### src/rtl/frr_cfg.svh
// Purpose: named constants for the fault response and retry controller
// Assumes: included by bare name from the controller design file only
// Notes:   status bit positions follow the published power-bus status layout
`ifndef FRR_CFG_SVH
`define FRR_CFG_SVH
// ****************************************
// response byte fields
// ****************************************
`define FRR_ACT_HI        7
`define FRR_ACT_LO        6
`define FRR_RETRY_HI      5
`define FRR_RETRY_LO      3
`define FRR_DEGL_HI       2
`define FRR_DEGL_LO       0
`define FRR_DEGL_FIXED    3'h0
`define FRR_ACT_NONE      2'h0
`define FRR_RETRY_NONE    3'h0
`define FRR_RETRY_INF     3'h7
`define FRR_RESP_RST      8'h00
`define FRR_LIMIT_RST     3'h0
`define FRR_DELAY_RST     24'h000000
// ****************************************
// register select codes
// ****************************************
`define FRR_SEL_OT        3'h0
`define FRR_SEL_UT        3'h1
`define FRR_SEL_VIN_OV    3'h2
`define FRR_SEL_VIN_UV    3'h3
`define FRR_SEL_TON_MAX   3'h4
`define FRR_SEL_LIMIT     3'h5
`define FRR_SEL_DELAY     3'h6
// ****************************************
// status bit positions
// ****************************************
`define FRR_SB_NONE_ABOVE 0
`define FRR_SB_TEMP       2
`define FRR_SB_VIN_UV     3
`define FRR_SW_VOUT       7
`define FRR_SW_INPUT      5
`define FRR_SV_OV_FAULT   7
`define FRR_SV_UV_FAULT   4
`define FRR_ST_OT_FAULT   7
`define FRR_ST_UT_FAULT   4
`define FRR_SO_TON_MAX    2
// ****************************************
// retry timing, in microseconds, seconds and hertz, with derived step and tick counts
// ****************************************
`define FRR_STEP_US       200
`define FRR_CLAMP_US      13100000
`define FRR_QUIET_S       16
`define FRR_CLAMP_STEPS   (`FRR_CLAMP_US / `FRR_STEP_US)
`define FRR_QUIET_STEPS   ((`FRR_QUIET_S * 1000000) / `FRR_STEP_US)
`define FRR_SHARE_HZ      100000
`define FRR_TICKS_PER_STEP ((`FRR_SHARE_HZ * `FRR_STEP_US) / 1000000)
`endif

### src/rtl/frr_pkg.sv
// Purpose: shared types of the fault response and retry controller
// Assumes: nothing beyond SystemVerilog
// Notes:   constants live in frr_cfg.svh
package frr_pkg;
    // gray along idle, run, seq off, off, wait, hold
    typedef enum logic [2:0] {
        ST_IDLE    = 3'h0,
        ST_RUN     = 3'h1,
        ST_SEQ_OFF = 3'h3,
        ST_OFF     = 3'h2,
        ST_WAIT    = 3'h6,
        ST_HOLD    = 3'h7
    } frr_state_e;

    typedef struct packed {
        logic ot;
        logic ut;
        logic vin_ov;
        logic vin_uv;
        logic ton_max;
    } frr_faults_s;

    typedef struct packed {
        logic [7:0] status_byte;
        logic [7:0] word_hi;
        logic [7:0] vin;
        logic [7:0] temp;
        logic [7:0] vout;
    } frr_status_s;
endpackage

### src/rtl/frr_sync3.sv
// Purpose: three-stage synchroniser with rising-edge tick
// Assumes: input is asynchronous to I_CLK
// Notes:   a change counts once stages two and three agree
`timescale 1ns/100ps
module frr_sync3 (
    input  wire logic i_clk,
    input  wire logic i_rst_n,
    input  wire logic i_async,
    output logic      o_rise
);
    logic s1_r;
    logic s2_r;
    logic s3_r;
    logic lvl_r;

    // ****************************************
    // sampling chain
    // ****************************************
    // first stage feeds only the second stage
    always_ff @(posedge i_clk) begin
        if (!i_rst_n) begin
            s1_r <= 1'b0;
            s2_r <= 1'b0;
            s3_r <= 1'b0;
        end else begin
            s1_r <= i_async;
            s2_r <= s1_r;
            s3_r <= s2_r;
        end
    end

    // filtered level and one-cycle rise
    always_ff @(posedge i_clk) begin
        if (!i_rst_n) begin
            lvl_r  <= 1'b0;
            o_rise <= 1'b0;
        end else begin
            o_rise <= 1'b0;
            if (s2_r == s3_r) begin
                lvl_r  <= s3_r;
                o_rise <= s3_r & ~lvl_r;
            end
        end
    end
endmodule

### src/rtl/frr_step_timer.sv
// Purpose: counts steps of shared-clock ticks up to a limit
// Assumes: i_tick is a one-cycle pulse per shared-clock rising edge
// Notes:   limit zero reports done at once
`timescale 1ns/100ps
module frr_step_timer #(
    parameter int TICKS  = 20,
    parameter int STEP_W = 17
) (
    input  wire logic              i_clk,
    input  wire logic              i_rst_n,
    input  wire logic              i_clear,
    input  wire logic              i_tick,
    input  wire logic [STEP_W-1:0] i_limit,
    output logic                   o_done
);
    localparam int SUB_W = (TICKS > 1) ? $clog2(TICKS) : 1;
    logic [SUB_W-1:0]  sub_r;
    logic [STEP_W-1:0] step_r;

    // counter stops at the limit so done holds
    always_ff @(posedge i_clk) begin
        if (!i_rst_n || i_clear) begin
            sub_r  <= '0;
            step_r <= '0;
        end else if (i_tick && step_r < i_limit) begin
            if (sub_r == SUB_W'(TICKS - 1)) begin
                sub_r  <= '0;
                step_r <= step_r + STEP_W'(1);
            end else begin
                sub_r <= sub_r + SUB_W'(1);
            end
        end
    end

    assign o_done = (step_r >= i_limit);
endmodule

### src/rtl/frr_ctrl.sv
// Purpose: per-channel fault response, status, alert and timed retry
// Assumes: fault levels come from comparators on I_CLK; shared clock is a pin
// Notes:   off command wins over every fault state
// Notes on behaviour
// RULE1: a temperature or input-voltage fault sets its summary and detail status bits and pulls alert low.
// RULE2: action 00b leaves the channel running when the fault occurs.
// RULE3: action 01b to 11b turns the channel off at once or by sequencing off, per track enable, then retry follows.
// RULE4: retry field 000b makes no restart and the output stays off until the fault is cleared.
// RULE5: a nonzero retry field restarts up to the global limit, stopping on an off command or another fault.
// RULE6: retry settings change only at the next off-then-on sequence.
// RULE7: the deglitch field is fixed at 000b and faults act without filtering.
// RULE8: a turn-on timeout sets the high-byte, output-voltage and timeout bits and pulls alert low.
// RULE9: the host uses the timeout response at startup and the output under-voltage response afterwards; the code has no output under-voltage response.
// RULE10: the programmed retry interval passes between shutdown and each restart.
// RULE11: the retry interval is timed only from shared-clock edges.
// RULE12: the retry interval is clamped at 13.1 s and rounded to the nearest 200 us.
// RULE13: reading the retry interval returns the value last written.
// RULE14: the global limit means none at 0, that many at 1 to 6, unlimited at 7.
// RULE15: the retry counter clears after 16 s without a fault shutdown and on off-then-on.
// RULE16: the interval starts on reaching off, and restart needs retries left and no off command.
`timescale 1ns/100ps
`include "frr_cfg.svh"
module frr_ctrl #(
    parameter int SHARE_TICKS = `FRR_TICKS_PER_STEP,
    parameter int QUIET_STEPS = `FRR_QUIET_STEPS
) (
    input  wire logic                I_CLK,
    input  wire logic                I_RST_N,
    input  wire frr_pkg::frr_faults_s I_FAULTS,
    input  wire logic                I_CMD_ON,
    input  wire logic                I_TRACK_EN,
    input  wire logic                I_OFF_DONE,
    input  wire logic                I_CLEAR_FAULTS,
    input  wire logic                I_SHARE_CLK,
    input  wire logic                I_WR_EN,
    input  wire logic [2:0]          I_WR_SEL,
    input  wire logic [23:0]         I_WR_DATA,
    input  wire logic [2:0]          I_RD_SEL,
    output logic [23:0]              O_RD_DATA,
    output frr_pkg::frr_status_s     O_STATUS,
    output logic                     O_CHAN_EN,
    output logic                     O_SEQ_OFF,
    output logic                     O_HOST_ALERT_N_O,
    output logic                     O_HOST_ALERT_N_OE
);
    import frr_pkg::*;

    localparam int STEP_W = 17;

    frr_state_e        state_r;
    frr_state_e        state_nxt;
    frr_faults_s       flt_prev_r;
    frr_faults_s       flt_edge;
    logic [7:0]        resp_r [5];
    logic [2:0]        limit_r;
    logic [23:0]       delay_r;
    logic [2:0]        retry_act_r [5];
    logic [2:0]        limit_act_r;
    logic [2:0]        retry_cnt_r;
    logic [2:0]        retry_sel_r;
    logic [2:0]        retry_sel_nxt;
    logic              cmd_prev_r;
    logic              cmd_rise;
    logic              shut_req;
    logic              retries_left;
    logic              share_tick;
    logic              wait_done;
    logic              quiet_done;
    logic              faulted_off;
    logic [24:0]       delay_rnd;
    logic [24:0]       delay_steps_full;
    logic [STEP_W-1:0] delay_steps;
    frr_status_s       stat_set;

    // ****************************************
    // shared clock and timers
    // ****************************************
    frr_sync3 u_share_sync (
        .i_clk   (I_CLK),
        .i_rst_n (I_RST_N),
        .i_async (I_SHARE_CLK),
        .o_rise  (share_tick)
    );

    // round to nearest step, then clamp; the stored value stays untouched
    assign delay_rnd        = {1'b0, delay_r} + 25'(`FRR_STEP_US / 2);  // RULE12
    assign delay_steps_full = delay_rnd / 25'(`FRR_STEP_US);            // RULE12
    assign delay_steps      = (delay_steps_full > 25'(`FRR_CLAMP_STEPS)) ?
                              STEP_W'(`FRR_CLAMP_STEPS) : STEP_W'(delay_steps_full);  // RULE12

    // interval restarts whenever the channel is not waiting
    frr_step_timer #(.TICKS(SHARE_TICKS), .STEP_W(STEP_W)) u_retry_tmr (
        .i_clk   (I_CLK),
        .i_rst_n (I_RST_N),
        .i_clear (state_r != ST_WAIT),  // RULE16
        .i_tick  (share_tick),          // RULE11
        .i_limit (delay_steps),
        .o_done  (wait_done)
    );

    assign faulted_off = (state_r == ST_SEQ_OFF) || (state_r == ST_OFF) ||
                         (state_r == ST_WAIT) || (state_r == ST_HOLD);

    // quiet timer runs on shared clock too; 16 s never fits a local counter cheaply
    frr_step_timer #(.TICKS(SHARE_TICKS), .STEP_W(STEP_W)) u_quiet_tmr (
        .i_clk   (I_CLK),
        .i_rst_n (I_RST_N),
        .i_clear (faulted_off),
        .i_tick  (share_tick),
        .i_limit (STEP_W'(QUIET_STEPS)),
        .o_done  (quiet_done)
    );

    // ****************************************
    // register file
    // ****************************************
    // deglitch bits are never stored
    always_ff @(posedge I_CLK) begin
        if (!I_RST_N) begin
            for (int i = 0; i < 5; i++) begin
                resp_r[i] <= `FRR_RESP_RST;
            end
            limit_r <= `FRR_LIMIT_RST;
            delay_r <= `FRR_DELAY_RST;
        end else if (I_WR_EN) begin
            if (I_WR_SEL <= `FRR_SEL_TON_MAX) begin
                resp_r[I_WR_SEL] <= {I_WR_DATA[`FRR_ACT_HI:`FRR_RETRY_LO], `FRR_DEGL_FIXED};  // RULE7
            end else if (I_WR_SEL == `FRR_SEL_LIMIT) begin
                limit_r <= I_WR_DATA[2:0];
            end else if (I_WR_SEL == `FRR_SEL_DELAY) begin
                delay_r <= I_WR_DATA;  // RULE13
            end
        end
    end

    // read mux; unmapped select reads zero
    always_ff @(posedge I_CLK) begin
        if (!I_RST_N) begin
            O_RD_DATA <= '0;
        end else if (I_RD_SEL <= `FRR_SEL_TON_MAX) begin
            O_RD_DATA <= {16'h0000, resp_r[I_RD_SEL]};
        end else if (I_RD_SEL == `FRR_SEL_LIMIT) begin
            O_RD_DATA <= {21'h000000, limit_r};
        end else if (I_RD_SEL == `FRR_SEL_DELAY) begin
            O_RD_DATA <= delay_r;  // RULE13
        end else begin
            O_RD_DATA <= '0;
        end
    end

    // ****************************************
    // fault detection
    // ****************************************
    // no filter stage: a fault acts in the cycle it rises
    always_ff @(posedge I_CLK) begin
        if (!I_RST_N) begin
            flt_prev_r <= '0;
            cmd_prev_r <= 1'b0;
        end else begin
            flt_prev_r <= I_FAULTS;
            cmd_prev_r <= I_CMD_ON;
        end
    end

    assign flt_edge = I_FAULTS & ~flt_prev_r;  // RULE7
    assign cmd_rise = I_CMD_ON & ~cmd_prev_r;

    // last match wins, so scanning upward lets ot (bit 4) take priority
    always_comb begin
        shut_req      = 1'b0;
        retry_sel_nxt = `FRR_RETRY_NONE;
        for (int i = 0; i <= 4; i++) begin
            if (flt_edge[i] && resp_r[4-i][`FRR_ACT_HI:`FRR_ACT_LO] != `FRR_ACT_NONE) begin  // RULE2
                shut_req      = 1'b1;  // RULE3
                retry_sel_nxt = retry_act_r[4-i];
            end
        end
    end

    // ****************************************
    // status and alert
    // ****************************************
    always_comb begin
        stat_set = '0;
        stat_set.temp[`FRR_ST_OT_FAULT]       = flt_edge.ot;  // RULE1
        stat_set.temp[`FRR_ST_UT_FAULT]       = flt_edge.ut;  // RULE1
        stat_set.vin[`FRR_SV_OV_FAULT]        = flt_edge.vin_ov;  // RULE1
        stat_set.vin[`FRR_SV_UV_FAULT]        = flt_edge.vin_uv;  // RULE1
        stat_set.status_byte[`FRR_SB_TEMP]    = flt_edge.ot | flt_edge.ut;  // RULE1
        stat_set.status_byte[`FRR_SB_VIN_UV]  = flt_edge.vin_uv;  // RULE1
        stat_set.word_hi[`FRR_SW_INPUT]       = flt_edge.vin_ov | flt_edge.vin_uv;  // RULE1
        stat_set.vout[`FRR_SO_TON_MAX]        = flt_edge.ton_max;  // RULE8
        stat_set.word_hi[`FRR_SW_VOUT]        = flt_edge.ton_max;  // RULE8
        stat_set.status_byte[`FRR_SB_NONE_ABOVE] = flt_edge.ton_max;  // RULE8
    end

    // a set in the clearing cycle survives
    always_ff @(posedge I_CLK) begin
        if (!I_RST_N) begin
            O_STATUS <= '0;
        end else if (I_CLEAR_FAULTS) begin
            O_STATUS <= stat_set;
        end else begin
            O_STATUS <= O_STATUS | stat_set;
        end
    end

    // open drain: only ever drives low
    always_ff @(posedge I_CLK) begin
        if (!I_RST_N) begin
            O_HOST_ALERT_N_O  <= 1'b0;
            O_HOST_ALERT_N_OE <= 1'b0;
        end else begin
            O_HOST_ALERT_N_O  <= 1'b0;
            O_HOST_ALERT_N_OE <= |O_STATUS;  // RULE1 RULE8
        end
    end

    // ****************************************
    // retry settings and counter
    // ****************************************
    // snapshot at turn-on so a mid-run write waits for the next cycle of power
    always_ff @(posedge I_CLK) begin
        if (!I_RST_N) begin
            for (int i = 0; i < 5; i++) begin
                retry_act_r[i] <= `FRR_RETRY_NONE;
            end
            limit_act_r <= `FRR_LIMIT_RST;
        end else if (cmd_rise) begin
            for (int i = 0; i < 5; i++) begin
                retry_act_r[i] <= resp_r[i][`FRR_RETRY_HI:`FRR_RETRY_LO];  // RULE6
            end
            limit_act_r <= limit_r;  // RULE6
        end
    end

    assign retries_left = (limit_act_r == `FRR_RETRY_INF) || (retry_cnt_r < limit_act_r);  // RULE14

    always_ff @(posedge I_CLK) begin
        if (!I_RST_N) begin
            retry_cnt_r <= '0;
        end else if (cmd_rise || (quiet_done && !faulted_off)) begin
            retry_cnt_r <= '0;  // RULE15
        end else if (state_r == ST_WAIT && wait_done && I_CMD_ON && flt_edge == '0 &&
                     limit_act_r != `FRR_RETRY_INF) begin
            retry_cnt_r <= retry_cnt_r + 3'h1;  // RULE14
        end
    end

    always_ff @(posedge I_CLK) begin
        if (!I_RST_N) begin
            retry_sel_r <= `FRR_RETRY_NONE;
        end else if (state_r == ST_RUN && shut_req) begin
            retry_sel_r <= retry_sel_nxt;
        end
    end

    // ****************************************
    // channel state machine
    // ****************************************
    always_comb begin
        state_nxt = state_r;
        case (state_r)
            ST_IDLE: begin
                if (I_CMD_ON) begin
                    state_nxt = ST_RUN;
                end
            end
            ST_RUN: begin
                if (shut_req) begin
                    state_nxt = I_TRACK_EN ? ST_SEQ_OFF : ST_OFF;  // RULE3
                end
            end
            ST_SEQ_OFF: begin
                if (I_OFF_DONE) begin
                    state_nxt = ST_OFF;  // RULE3
                end
            end
            ST_OFF: begin
                if (retry_sel_r == `FRR_RETRY_NONE) begin
                    state_nxt = ST_HOLD;  // RULE4
                end else if (!retries_left) begin
                    state_nxt = ST_HOLD;  // RULE5
                end else begin
                    state_nxt = ST_WAIT;  // RULE16
                end
            end
            ST_WAIT: begin
                if (|flt_edge) begin
                    state_nxt = ST_HOLD;  // RULE5
                end else if (wait_done) begin
                    state_nxt = ST_RUN;  // RULE10
                end
            end
            ST_HOLD: begin
                if (I_CLEAR_FAULTS && I_FAULTS == '0) begin
                    state_nxt = ST_RUN;  // RULE4
                end
            end
            default: begin
                state_nxt = ST_IDLE;
            end
        endcase
        if (!I_CMD_ON) begin
            state_nxt = ST_IDLE;  // RULE5 RULE16
        end
    end

    always_ff @(posedge I_CLK) begin
        if (!I_RST_N) begin
            state_r <= ST_IDLE;
        end else begin
            state_r <= state_nxt;
        end
    end

    // outputs follow the next state so they leave a flop with the state
    always_ff @(posedge I_CLK) begin
        if (!I_RST_N) begin
            O_CHAN_EN <= 1'b0;
            O_SEQ_OFF <= 1'b0;
        end else begin
            O_CHAN_EN <= (state_nxt == ST_RUN) || (state_nxt == ST_SEQ_OFF);  // RULE2 RULE3
            O_SEQ_OFF <= (state_nxt == ST_SEQ_OFF);  // RULE3
        end
    end
endmodule

### config.mk
export PLATFORM = sky130hd
export DESIGN_NAME = frr_ctrl
export DESIGN_NICKNAME = d
export VERILOG_FILES = /design/src/rtl/frr_pkg.sv /design/src/rtl/frr_sync3.sv /design/src/rtl/frr_step_timer.sv /design/src/rtl/frr_ctrl.sv
export VERILOG_INCLUDE_DIRS = /design/src /design/src/rtl
export SDC_FILE = /design/constraint.sdc
export NUM_CORES = 1
export LEC_CHECK = 0
export BUFFER_PORTS_ARGS = -buffer_cell sky130_fd_sc_hd__buf_4
export CAP_MARGIN = 20
export CORE_UTILIZATION = 55
export CTS_BUF_LIST = sky130_fd_sc_hd__clkbuf_4 sky130_fd_sc_hd__clkbuf_8 sky130_fd_sc_hd__clkbuf_16
export DETAILED_ROUTE_END_ITERATION = 7
export PLACE_DENSITY = 0.79
export SETUP_SLACK_MARGIN = 0.15
export SYNTH_ARGS = -nofsm -noshare
export SYNTH_HDL_FRONTEND = slang
export SYNTH_SLANG_ARGS = --single-unit
### constraint.sdc
create_clock -name I_CLK -period 27.8 [get_ports I_CLK]
set_clock_uncertainty 0.1 [all_clocks]
set_input_delay 0 -clock I_CLK [delete_from_list [all_inputs] [get_ports I_CLK]]
set_output_delay 0 -clock I_CLK [all_outputs]
set_load 0.01 [all_outputs]
==> run_results.csv, run 1 <==
group,metric,value,unit
grt,grt_max_degree,42,
setup_path,critPathArrivalTime,17.69,ns
grt,grt_usage,29.3,%
synth,synthMuxAreaShare,3.06,%
detailed_routing,ant_nets,0,
pwr,p_leak,5.29,nW
clock_network,cts_tree,"done",
floorplan,num_rows,54,
synth,synthCells,1469,
placement,gp_congestion,0.955,
synth,synth-edff-count,40,
setup_path,r2r_end,"u_retry_tmr.step_r[15]",
detailed_routing,drt-initial-drc-count,878,
synth,synth_flop_cell,"dfxtp_1",
setup_path,cp_num_buf_inv,0,
sta,rsz0062_at_grt,"no",
synth,synthXorXnorAreaFrac,7.16,%
synth,syn_area,0.0122,mm²
synth,synth_top_cell_area_share,21.4,%
layout,fillers,1809,
synth,synth_largest_area_cell,"dfxtp_1",
sta,hold_viol_final,0,
setup_path,crit_cells,56,
placement,hpwl,23900,µm
floorplan,fp.dieH,151,µm
clock_network,clkLatencyLatePin,0.44,ns
detailed_routing,drt_wl_total,33000,µm
synth,yosysSeqAreaShare,31.3,%
synth,netlist_top_cells_count,"154 x nand2_1, 134 x nor2_1, 131 x dfxtp_1",
placement,port_buffers,79,
sta,tightestPinTransition,1.08,ns
synth,synth_area_leaders,"dfxtp_1 21%, edfxtp_1 9.8%, nand2_1 4.7%, nor2_1 4.1%, and2_1 4.0%",
detailed_routing,wl_per_cell,17.9,µm
synth,yosys.area_share.simple,25.8,%
sta,min_period,17.49,ns
setup_path,crit_type,"flop to flop",
setup_path,worstPathMaxFanout,12,
floorplan,io_pins,111,
synth,ys_types,119,
setup_path,worst_path_most_repeated_cell,"nor2_1",
pwr,power.density,129,mW/mm²
setup_path,cp-startpoint,"delay_r[4]",
synth,postSynthAreaPerCell,8.33,µm²
detailed_routing,dr_total_vias,11500,
setup_path,required,28.00,ns
clock_network,cts_buffer_depth,2,
pwr,power,1.78,mW
sta,finalSetupViolCount,0,
setup_path,worstRegToRegCells,56,
synth,synth_compound_area_share,24.3,%
setup_path,reg2reg_slack,10.31,ns
sta,max_freq,57.2,MHz
synth,async_flop_share,0,%
synth,synth_fa_ha_area_share,3.09,%
synth,synth-warning-count,0,
grt,antenna_found_initial,1,
sta,slew_headroom,27.6,%
outcome,status,"finished, final reports clean",
setup_path,cp_slowest_cell,"nor3b_1",
setup_path,crit_path_start_kind,"flop",
setup_path,cp_top_family,"compound AO/OA/AOI/OAI gates",
grt,overflow,0,
sta,period_share,62.9,%
floorplan,die_w,151,µm
setup_path,r2r_start,"delay_r[4]",
grt,grt_pass1_vias,10700,
layout,layout.nets,1621,
clock_network,numCtsBuffers,17,
pwr,ir_worst_vdd,0.152,mV
setup_path,critical_path.endpoint,"u_retry_tmr.step_r[15]",
sta,finalMaxSlewViolations,0,
grt,grt_pass1_wl,53400,µm
clock_network,h-tree-depth,4,
floorplan,start_util,56.0,%
detailed_routing,route.detailed.drc,0,
clock_network,cts_root_buf,"clkbuf_16",
sta,setup_tns,0,ns
detailed_routing,vias_per_cell,6.24,
layout,areaGrowthSynthToFinish,13.0,%
synth,synth_top_family_by_area,"simple AND/OR/NAND/NOR gates",
layout,drive_gt1_share,11.6,%
detailed_routing,dr.pass1.iters,5,
clock_network,cts_setup_buffers,0,
synth,synth.ff_latch_count,171,
clock_network,cts.sinks,171,
layout,diodes,0,
min_path,hp-class,"input pin to flop",
setup_path,slowest_delay,0.87,ns
clock_network,clk_transition_reported_paths,0.07,ns
floorplan,core_area,0.0218,mm²
setup_path,endpoint_kind,"flop",
synth,synth_most_common_cell,"nand2_1",
floorplan,die-area,0.0228,mm²
run,cap_violations,0,
-- flip-flops by register name, indices dropped and copies added, names as in the netlist --
register and cells:
O_STATUS 10, resp_r 25, O_RD_DATA 24, state_r 3, u_share_sync.o_rise 1, u_quiet_tmr.sub_r 5, limit_act_r 3, O_CHAN_EN 1
u_share_sync.s2_r 1, delay_r 24, u_share_sync.s1_r 1, u_share_sync.s3_r 1, limit_r 3, u_retry_tmr.step_r 17, cmd_prev_r 1, flt_prev_r 5
u_retry_tmr.sub_r 5, retry_act_r 15, u_share_sync.lvl_r 1, retry_cnt_r 3, u_quiet_tmr.step_r 17, retry_sel_r 3, O_SEQ_OFF 1, O_HOST_ALERT_N_OE 1
-- stage by stage --
stage          instance area [µm²]  utilization [%]  cells  worst slack (ns)  hold WS [ns]
2_1_floorplan                12300                -   1499             13.26        0.0217
3_3_place_gp                 12800             58.5   1762             11.25         0.111
3_5_place_dp                 12800             58.5   1762             10.65         0.121
4_1_cts                      13800             63.3   1843             10.56        0.0656
5_1_grt                      13800             63.3   1844              8.72         0.113
6_report                     13800             63.3   1844             10.31        0.0731
-- worst min path at each step --
stage                 from           endpoint  slack, ns  depth (start not counted)
3_3_place_gp   I_SHARE_CLK  u_share_sync.s1_r       0.11                          2
6_report           I_WR_EN         limit_r[2]       0.07                          4
2_1_floorplan  I_FAULTS[0]      flt_prev_r[0]       0.02                          1
5_1_grt            I_WR_EN         limit_r[2]       0.11                          4
4_1_cts            I_WR_EN         limit_r[2]       0.07                          4
3_5_place_dp   I_SHARE_CLK  u_share_sync.s1_r       0.12                          2
-- layer usage --
metal  vias to the layer above  track usage (%)  routed length [µm]
met4                         2             13.1                1220
li1                       5529                -                   -
met1                      5425             37.8               14300
met5                         -                0                  13
met3                        92             4.46                1930
met2                       465             48.2               15500
-- power breakdown --
group / switching, mW / internal [mW] / leakage [nW]
clock: 0.104 / 0.125 / 0.282
combinational: 0.785 / 0.501 / 3.54
sequential: 0.00618 / 0.262 / 1.47
-- cell type report --
| class | instances | area (µm²) | share of cell area, % |
|---|---|---|---|
| timing repair buffer | 131 | 1110 | 8.03 |
| multi-input combinational | 1205 | 7880 | 57.0 |
| inverter | 25 | 93.8 | 0.679 |
| tap | 280 | 350 | 2.53 |
| clock buffer | 22 | 482 | 3.48 |
| clock inverter | 10 | 83.8 | 0.606 |
| sequential | 171 | 3820 | 27.7 |
-- placed cells by master, fill, tap and decap left out, drive strengths merged, types with 8 or more instances in the layout --
cell type	count
or2	15
a22oi	8
a31oi	17
nor3	48
edfxtp	40
and4	8
o21ai	63
nor2b	15
or3	16
buf	82
clkbuf	22
mux2i	28
a2111oi	8
nand2	154
o21a	9
nor2	135
nor4	16
nand4	21
a311oi	8
o211ai	12
dfxtp	131
dlygate4sd3	49
nand2b	19
a21oi	96
xnor2	56
nand3	40
o22ai	20
xor2	41
and3	24
a21o	18
o31ai	10
a211oi	19
ha	27
conb	32
and2	79
inv	27
-- worst reg2reg max path: cells and delay by family (launching register included) --
kind                       cells  cell delay, ns
AOI/OAI and AO/OA             25            7.48
and+or+nand+nor               22            6.03
muxes                          6            2.60
DFF                            1            0.49
xor gates and xnor gates       2            0.32
adders and majority gates      1            0.31
-- logic make-up (layout without fill, tap and decap cells) --
| logic type | after synthesis | count (layout) |
|---|---|---|
| buffers and inverters | 123 | 188 |
| XOR/XNOR | 97 | 97 |
| AND/OR/NAND/NOR | 614 | 614 |
| other | 2 | 32 |
| adder cells (fa/ha/maj) | 31 | 31 |
| multiplexers | 35 | 35 |
| flip-flops | 171 | 171 |
| AO/OA/AOI/OAI | 396 | 396 |
-- what timing repair did --
| item | in CTS | in global routing |
|---|---|---|
| gates resized for setup | 0 | 0 |
| endpoints found under the hold margin | 90 | 0 |
| hold buffers | 49 | 0 |
No activity file was read; power rests on OpenSTA's default activity.
==> inputs of run 2 (changes only) <==
clock period = 17.35 ns   (was 27.8 ns; I/O delays follow)
==> run 2 against run 1 <==
  * Total power rose by 61%
  * Critical path depth rose by 2
  * First-iteration DRC count fell by 4.6%
  * Cell count rose by 0.49%
  * Setup slack got worse by 9.1 ns
  * Sequential power rose by 60%
  * Clock power rose by 57%
  * Final area rose by 1.0%
  * Fmax rose by 8.3%
  * Sequential cell count did not move
  * Sequential share of layout area fell by 0.28 points
==> run_results.csv, run 2 (synthesis gave the netlist of run 1 again) <==
group,metric,value,unit
setup_path,critPathArrivalTime,16.34,ns
grt,grt_pass1_wl,52600,µm
sta,hold_viol_final,0,
grt,antenna_found_initial,0,
layout,layout.nets,1630,
placement,port_buffers,79,
sta,setup_tns,0,ns
placement,hpwl,24000,µm
floorplan,start_util,56.0,%
pwr,power.density,205,mW/mm²
layout,drive_gt1_share,13.2,%
floorplan,core_area,0.0218,mm²
floorplan,io_pins,111,
grt,grt_usage,28.9,%
layout,final_cells,1853,
placement,placed_cell_area,0.0128,mm²
grt,grt_max_degree,42,
floorplan,fp.dieH,151,µm
sta,slew_headroom,26.7,%
grt,overflow,0,
sta,rsz0062_at_grt,"no",
setup_path,slowest_delay,0.58,ns
sta,tightestPinTransition,1.10,ns
layout,multi_input_area,0.00798,mm²
floorplan,die-area,0.0228,mm²
layout,fin_util,64.0,%
sta,min_period,16.14,ns
min_path,hp-class,"input pin to flop",
placement,numPlacedInstances,1763,
detailed_routing,route.detailed.drc,0,
layout,mostFrequentLayoutCell,"nand2_1",
setup_path,worstPathMaxFanout,12,
detailed_routing,wl_per_cell,18.0,µm
layout,areaGrowthSynthToFinish,14.2,%
clock_network,numCtsBuffers,17,
layout,fillers,1800,
sta,max_freq,62.0,MHz
grt,grt_pass1_vias,10500,
sta,finalMaxSlewViolations,0,
sta,finalSetupViolCount,0,
sta,setup_ws,1.21,ns
sta,period_share,93.0,%
outcome,status,"finished, final reports clean",
setup_path,endpoint_kind,"flop",
setup_path,cp_slowest_cell,"or4_4",
layout,reg.largest.list,"resp_r: 25 flops, O_RD_DATA: 24 flops, delay_r: 24 flops",
placement,pre_cts_ws,0.688,ns
clock_network,clkLatencyLatePin,0.44,ns
run,cap_violations,0,
layout,regArea,0.00382,mm²
setup_path,required,17.55,ns
layout,design_area,0.0140,mm²
detailed_routing,drt-initial-drc-count,838,
clock_network,cts.sinks,171,
layout,final_cell_mix,"154 x nand2_1, 134 x nor2_1, 131 x dfxtp_1",
placement,gp_congestion,0.955,
clock_network,h-tree-depth,4,
clock_network,clk_transition_reported_paths,0.07,ns
layout,diodes,0,
detailed_routing,dr.pass1.iters,5,
clock_network,cts_root_buf,"clkbuf_16",
setup_path,crit_path_start_kind,"flop",
floorplan,die_w,151,µm
setup_path,crit_type,"flop to flop",
pwr,p_leak,5.35,nW
clock_network,cts_tree,"done",
clock_network,cts_buffer_depth,2,
detailed_routing,ant_nets,0,
layout,regMostFlops,"resp_r",
floorplan,num_rows,54,
setup_path,worst_path_most_repeated_cell,"nor2_1",
layout,largest_register_ffs,25,
detailed_routing,drt_wl_total,33300,µm
pwr,ir_worst_vdd,0.289,mV
detailed_routing,dr_total_vias,11600,
detailed_routing,vias_per_cell,6.28,
==> run 2: per-stage QoR <==
step | hold WS, ns | power (mW)
3_5_place_dp | 0.119 | 2.43
2_1_floorplan | 0.0217 | 2.11
6_report | 0.0604 | 2.87
4_1_cts | 0.0203 | 2.81
3_3_place_gp | 0.111 | 2.41
5_1_grt | 0.0754 | 3.09
==> run 2: report_power, final <==
group,total [mW],switching (mW),internal (mW),leakage (nW)
clock network,0.360,0.168,0.192,0.276
registers,0.429,0.0100,0.419,1.47
logic,2.08,1.26,0.813,3.60
total,2.87,1.44,1.42,5.35
==> run 2: repair_timing <==
item	CTS	global route
hold endpoints to repair	90	0
endpoints found under the setup margin	0	27
buffers inserted	0	9
hold buffers	48	0
gates resized for setup	0	21
==> run 2: final cells by class <==
| type | instances | area share, % |
|---|---|---|
| multi-input combinational | 1205 | 57.1 |
| clock inverter | 11 | 0.627 |
| inverter | 25 | 0.672 |
| clock buffer | 21 | 3.26 |
| tap | 280 | 2.51 |
| sequential | 171 | 27.4 |
| timing repair buffer | 140 | 8.41 |
==> run 2: critical path: cells and delay by family, from the launching register on <==
family	cells	cell delay (ns)
mux	5	1.95
simple gates	23	5.28
buf+inv	2	0.40
flops	1	0.52
fa+ha+maj	2	0.47
compound gates	24	6.80
xor+xnor	2	0.46
==> run 2: final timing paths <==
kind	start	to	slack (ns)	depth (start not counted)
min	I_OFF_DONE	state_r[0]	0.06	6
max	delay_r[7]	u_retry_tmr.step_r[15]	1.21	58
min reg2reg	u_share_sync.s1_r	u_share_sync.s2_r	0.36	1
max reg2reg	delay_r[7]	u_retry_tmr.step_r[15]	1.21	58
==> run 2: metal layers <==
metal / track usage [%] / vias up / share of wire, %
met4: 12.9 / 0 / 3.9
met5: 0 / - / 0
met1: 37.2 / 5429 / 42
met3: 5.03 / 99 / 7.1
met2: 47.4 / 562 / 47
li1: - / 5544 / -
==> inputs of run 3 (changes only) <==
CAP_MARGIN = 0   (was 20)
CORE_UTILIZATION = 34   (was 55)
PLACE_DENSITY = 0.48   (was 0.79)
==> run 3 against run 2 <==
  * Wire length grew 7.7%
  * Sequential share of layout area shrank 0.57 points
  * Critical path depth shrank 1
  * Count of clock-buffer cells in the layout grew 2
  * Core utilization shrank 24 points
  * Fmax grew 0.46%
  * Sequential power is essentially flat
  * Via count shrank 3.2%
  * Sequential cell count is the same
  * First-iteration DRC count shrank 2.7%
==> run_results.csv, run 3 (synthesis gave the netlist of run 1 again) <==
group,metric,value,unit
sta,slew_headroom,28.7,%
clock_network,cts_buffer_depth,2,
grt,grt_max_degree,43,
detailed_routing,drt_wl_total,35900,µm
sta,whs,0.0365,ns
setup_path,crit_path_start_kind,"flop",
pwr,combPwrFrac,71.9,%
floorplan,die-area,0.0367,mm²
grt,overflow,0,
detailed_routing,wl_per_cell,17.6,µm
detailed_routing,ant_nets,0,
layout,drive_gt1_share,13.8,%
clock_network,cts_root_buf,"clkbuf_16",
sta,finalSetupViolCount,0,
detailed_routing,route.detailed.drc,0,
placement,hpwl,27000,µm
sta,rsz0062_at_grt,"no",
layout,areaGrowthSynthToFinish,16.7,%
pwr,p_leak,5.36,nW
sta,max_freq,62.2,MHz
min_path,hp-class,"input pin to flop",
layout,layout.nets,1631,
outcome,status,"finished, final reports clean",
floorplan,num_rows,69,
setup_path,required,17.53,ns
setup_path,crit_type,"flop to flop",
grt,grt_pass1_wl,56700,µm
grt,grt_pass1_vias,10400,
placement,placed_cell_area,0.0130,mm²
sta,period_share,92.6,%
sta,tightestPinTransition,1.07,ns
pwr,power,2.91,mW
detailed_routing,dr_total_vias,11300,
grt,grt_usage,19.5,%
floorplan,core_area,0.0355,mm²
floorplan,start_util,34.5,%
placement,gp_congestion,0.884,
setup_path,worst_path_most_repeated_cell,"nor2_1",
floorplan,fp.dieH,192,µm
clock_network,numCtsBuffers,17,
floorplan,die_w,192,µm
detailed_routing,vias_per_cell,5.53,
placement,port_buffers,79,
pwr,power.density,204,mW/mm²
pwr,sequentialPowerShare,14.8,%
setup_path,critPathArrivalTime,16.25,ns
floorplan,io_pins,111,
layout,mostFrequentLayoutCell,"nand2_1",
sta,min_period,16.07,ns
grt,antenna_found_initial,0,
layout,design_area,0.0143,mm²
clock_network,cts.sinks,171,
layout,final_cell_mix,"154 x nand2_1, 133 x nor2_1, 130 x dfxtp_1",
setup_path,endpoint_kind,"flop",
clock_network,cts_tree,"done",
sta,hold_viol_final,0,
detailed_routing,drt-initial-drc-count,815,
pwr,ir_worst_vdd,0.205,mV
pwr,power.switching,1.45,mW
pwr,intPower,1.46,mW
clock_network,h-tree-depth,4,
sta,setup_tns,0,ns
pwr,switching_share,49.7,%
setup_path,cp_slowest_cell,"or4_1",
clock_network,clkLatencyLatePin,0.44,ns
layout,reg.largest.list,"resp_r: 25 flops, O_RD_DATA: 24 flops, delay_r: 24 flops",
clock_network,clk_transition_reported_paths,0.07,ns
layout,largest_register_ffs,25,
setup_path,slowest_delay,0.54,ns
layout,fin_util,40.2,%
detailed_routing,dr.pass1.iters,5,
layout,regMostFlops,"resp_r",
pwr,clock_power_share,13.3,%
setup_path,worstPathMaxFanout,10,
sta,finalMaxSlewViolations,0,
run,cap_violations,0,
## run 3: routing by layer
| metal | vias up | track usage (%) | routed length, µm |
|---|---|---|---|
| met5 | - | 0 | 0 |
| met4 | 0 | 6.62 | 837 |
| met2 | 261 | 31.3 | 16800 |
| li1 | 5548 | - | - |
| met3 | 42 | 2.28 | 1100 |
| met1 | 5410 | 26.9 | 17100 |
## run 3: through the flow
| step | worst slack, ns | cells |
|---|---|---|
| after CTS | 0.510 | 2030 |
| after global placement | 1.01 | 1951 |
| after detailed placement | 0.560 | 1951 |
| after global routing | 0.117 | 2035 |
| after floorplan | 2.81 | 1499 |
| final | 1.28 | 2036 |
## run 3: path summary, 6_finish.rpt
| kind | start | end | slack [ns] | cells after the start |
|---|---|---|---|---|
| max | delay_r[2] | u_retry_tmr.step_r[16] | 1.28 | 57 |
| min | I_OFF_DONE | state_r[0] | 0.04 | 6 |
| max reg2reg | delay_r[2] | u_retry_tmr.step_r[16] | 1.28 | 57 |
| min reg2reg | u_share_sync.s1_r | u_share_sync.s2_r | 0.34 | 1 |
## run 3: what timing repair did
item	in CTS	in global routing
buffers inserted	0	5
hold buffers	47	0
gates resized for setup	0	31
hold endpoints to repair	90	0
setup endpoints to repair	0	27
## run 3: cell type report
cell class	instances	area (µm²)
Sequential cell	171	3820
Tap cell	461	577
Multi-Input combinational cell	1205	8010
Clock inverter	9	115
Fill cell	3569	21200
Timing Repair Buffer	141	1180
Antenna cell	1	2.50
Inverter	25	93.8
Clock buffer	23	470
## run 3: critical path: cells and delay by family, from the launching register on
kind                     cells  cell delay (ns)
AO/OA/AOI/OAI               32             9.01
adder cells (fa/ha/maj)      2             0.58
AND/OR/NAND/NOR             18             4.33
multiplexers                 2             0.80
XOR/XNOR                     2             0.46
buffers and inverters        1             0.20
flip-flops                   1             0.38
## run 3: power groups by stage
stage	Clock [mW]	Combinational [mW]	Sequential, mW
2_1_floorplan	0	1.67	0.434
3_3_place_gp	0	2.04	0.438
3_5_place_dp	0	2.03	0.438
4_1_cts	0.400	2.05	0.429
5_1_grt	0.413	2.34	0.430
6_report	0.388	2.09	0.429
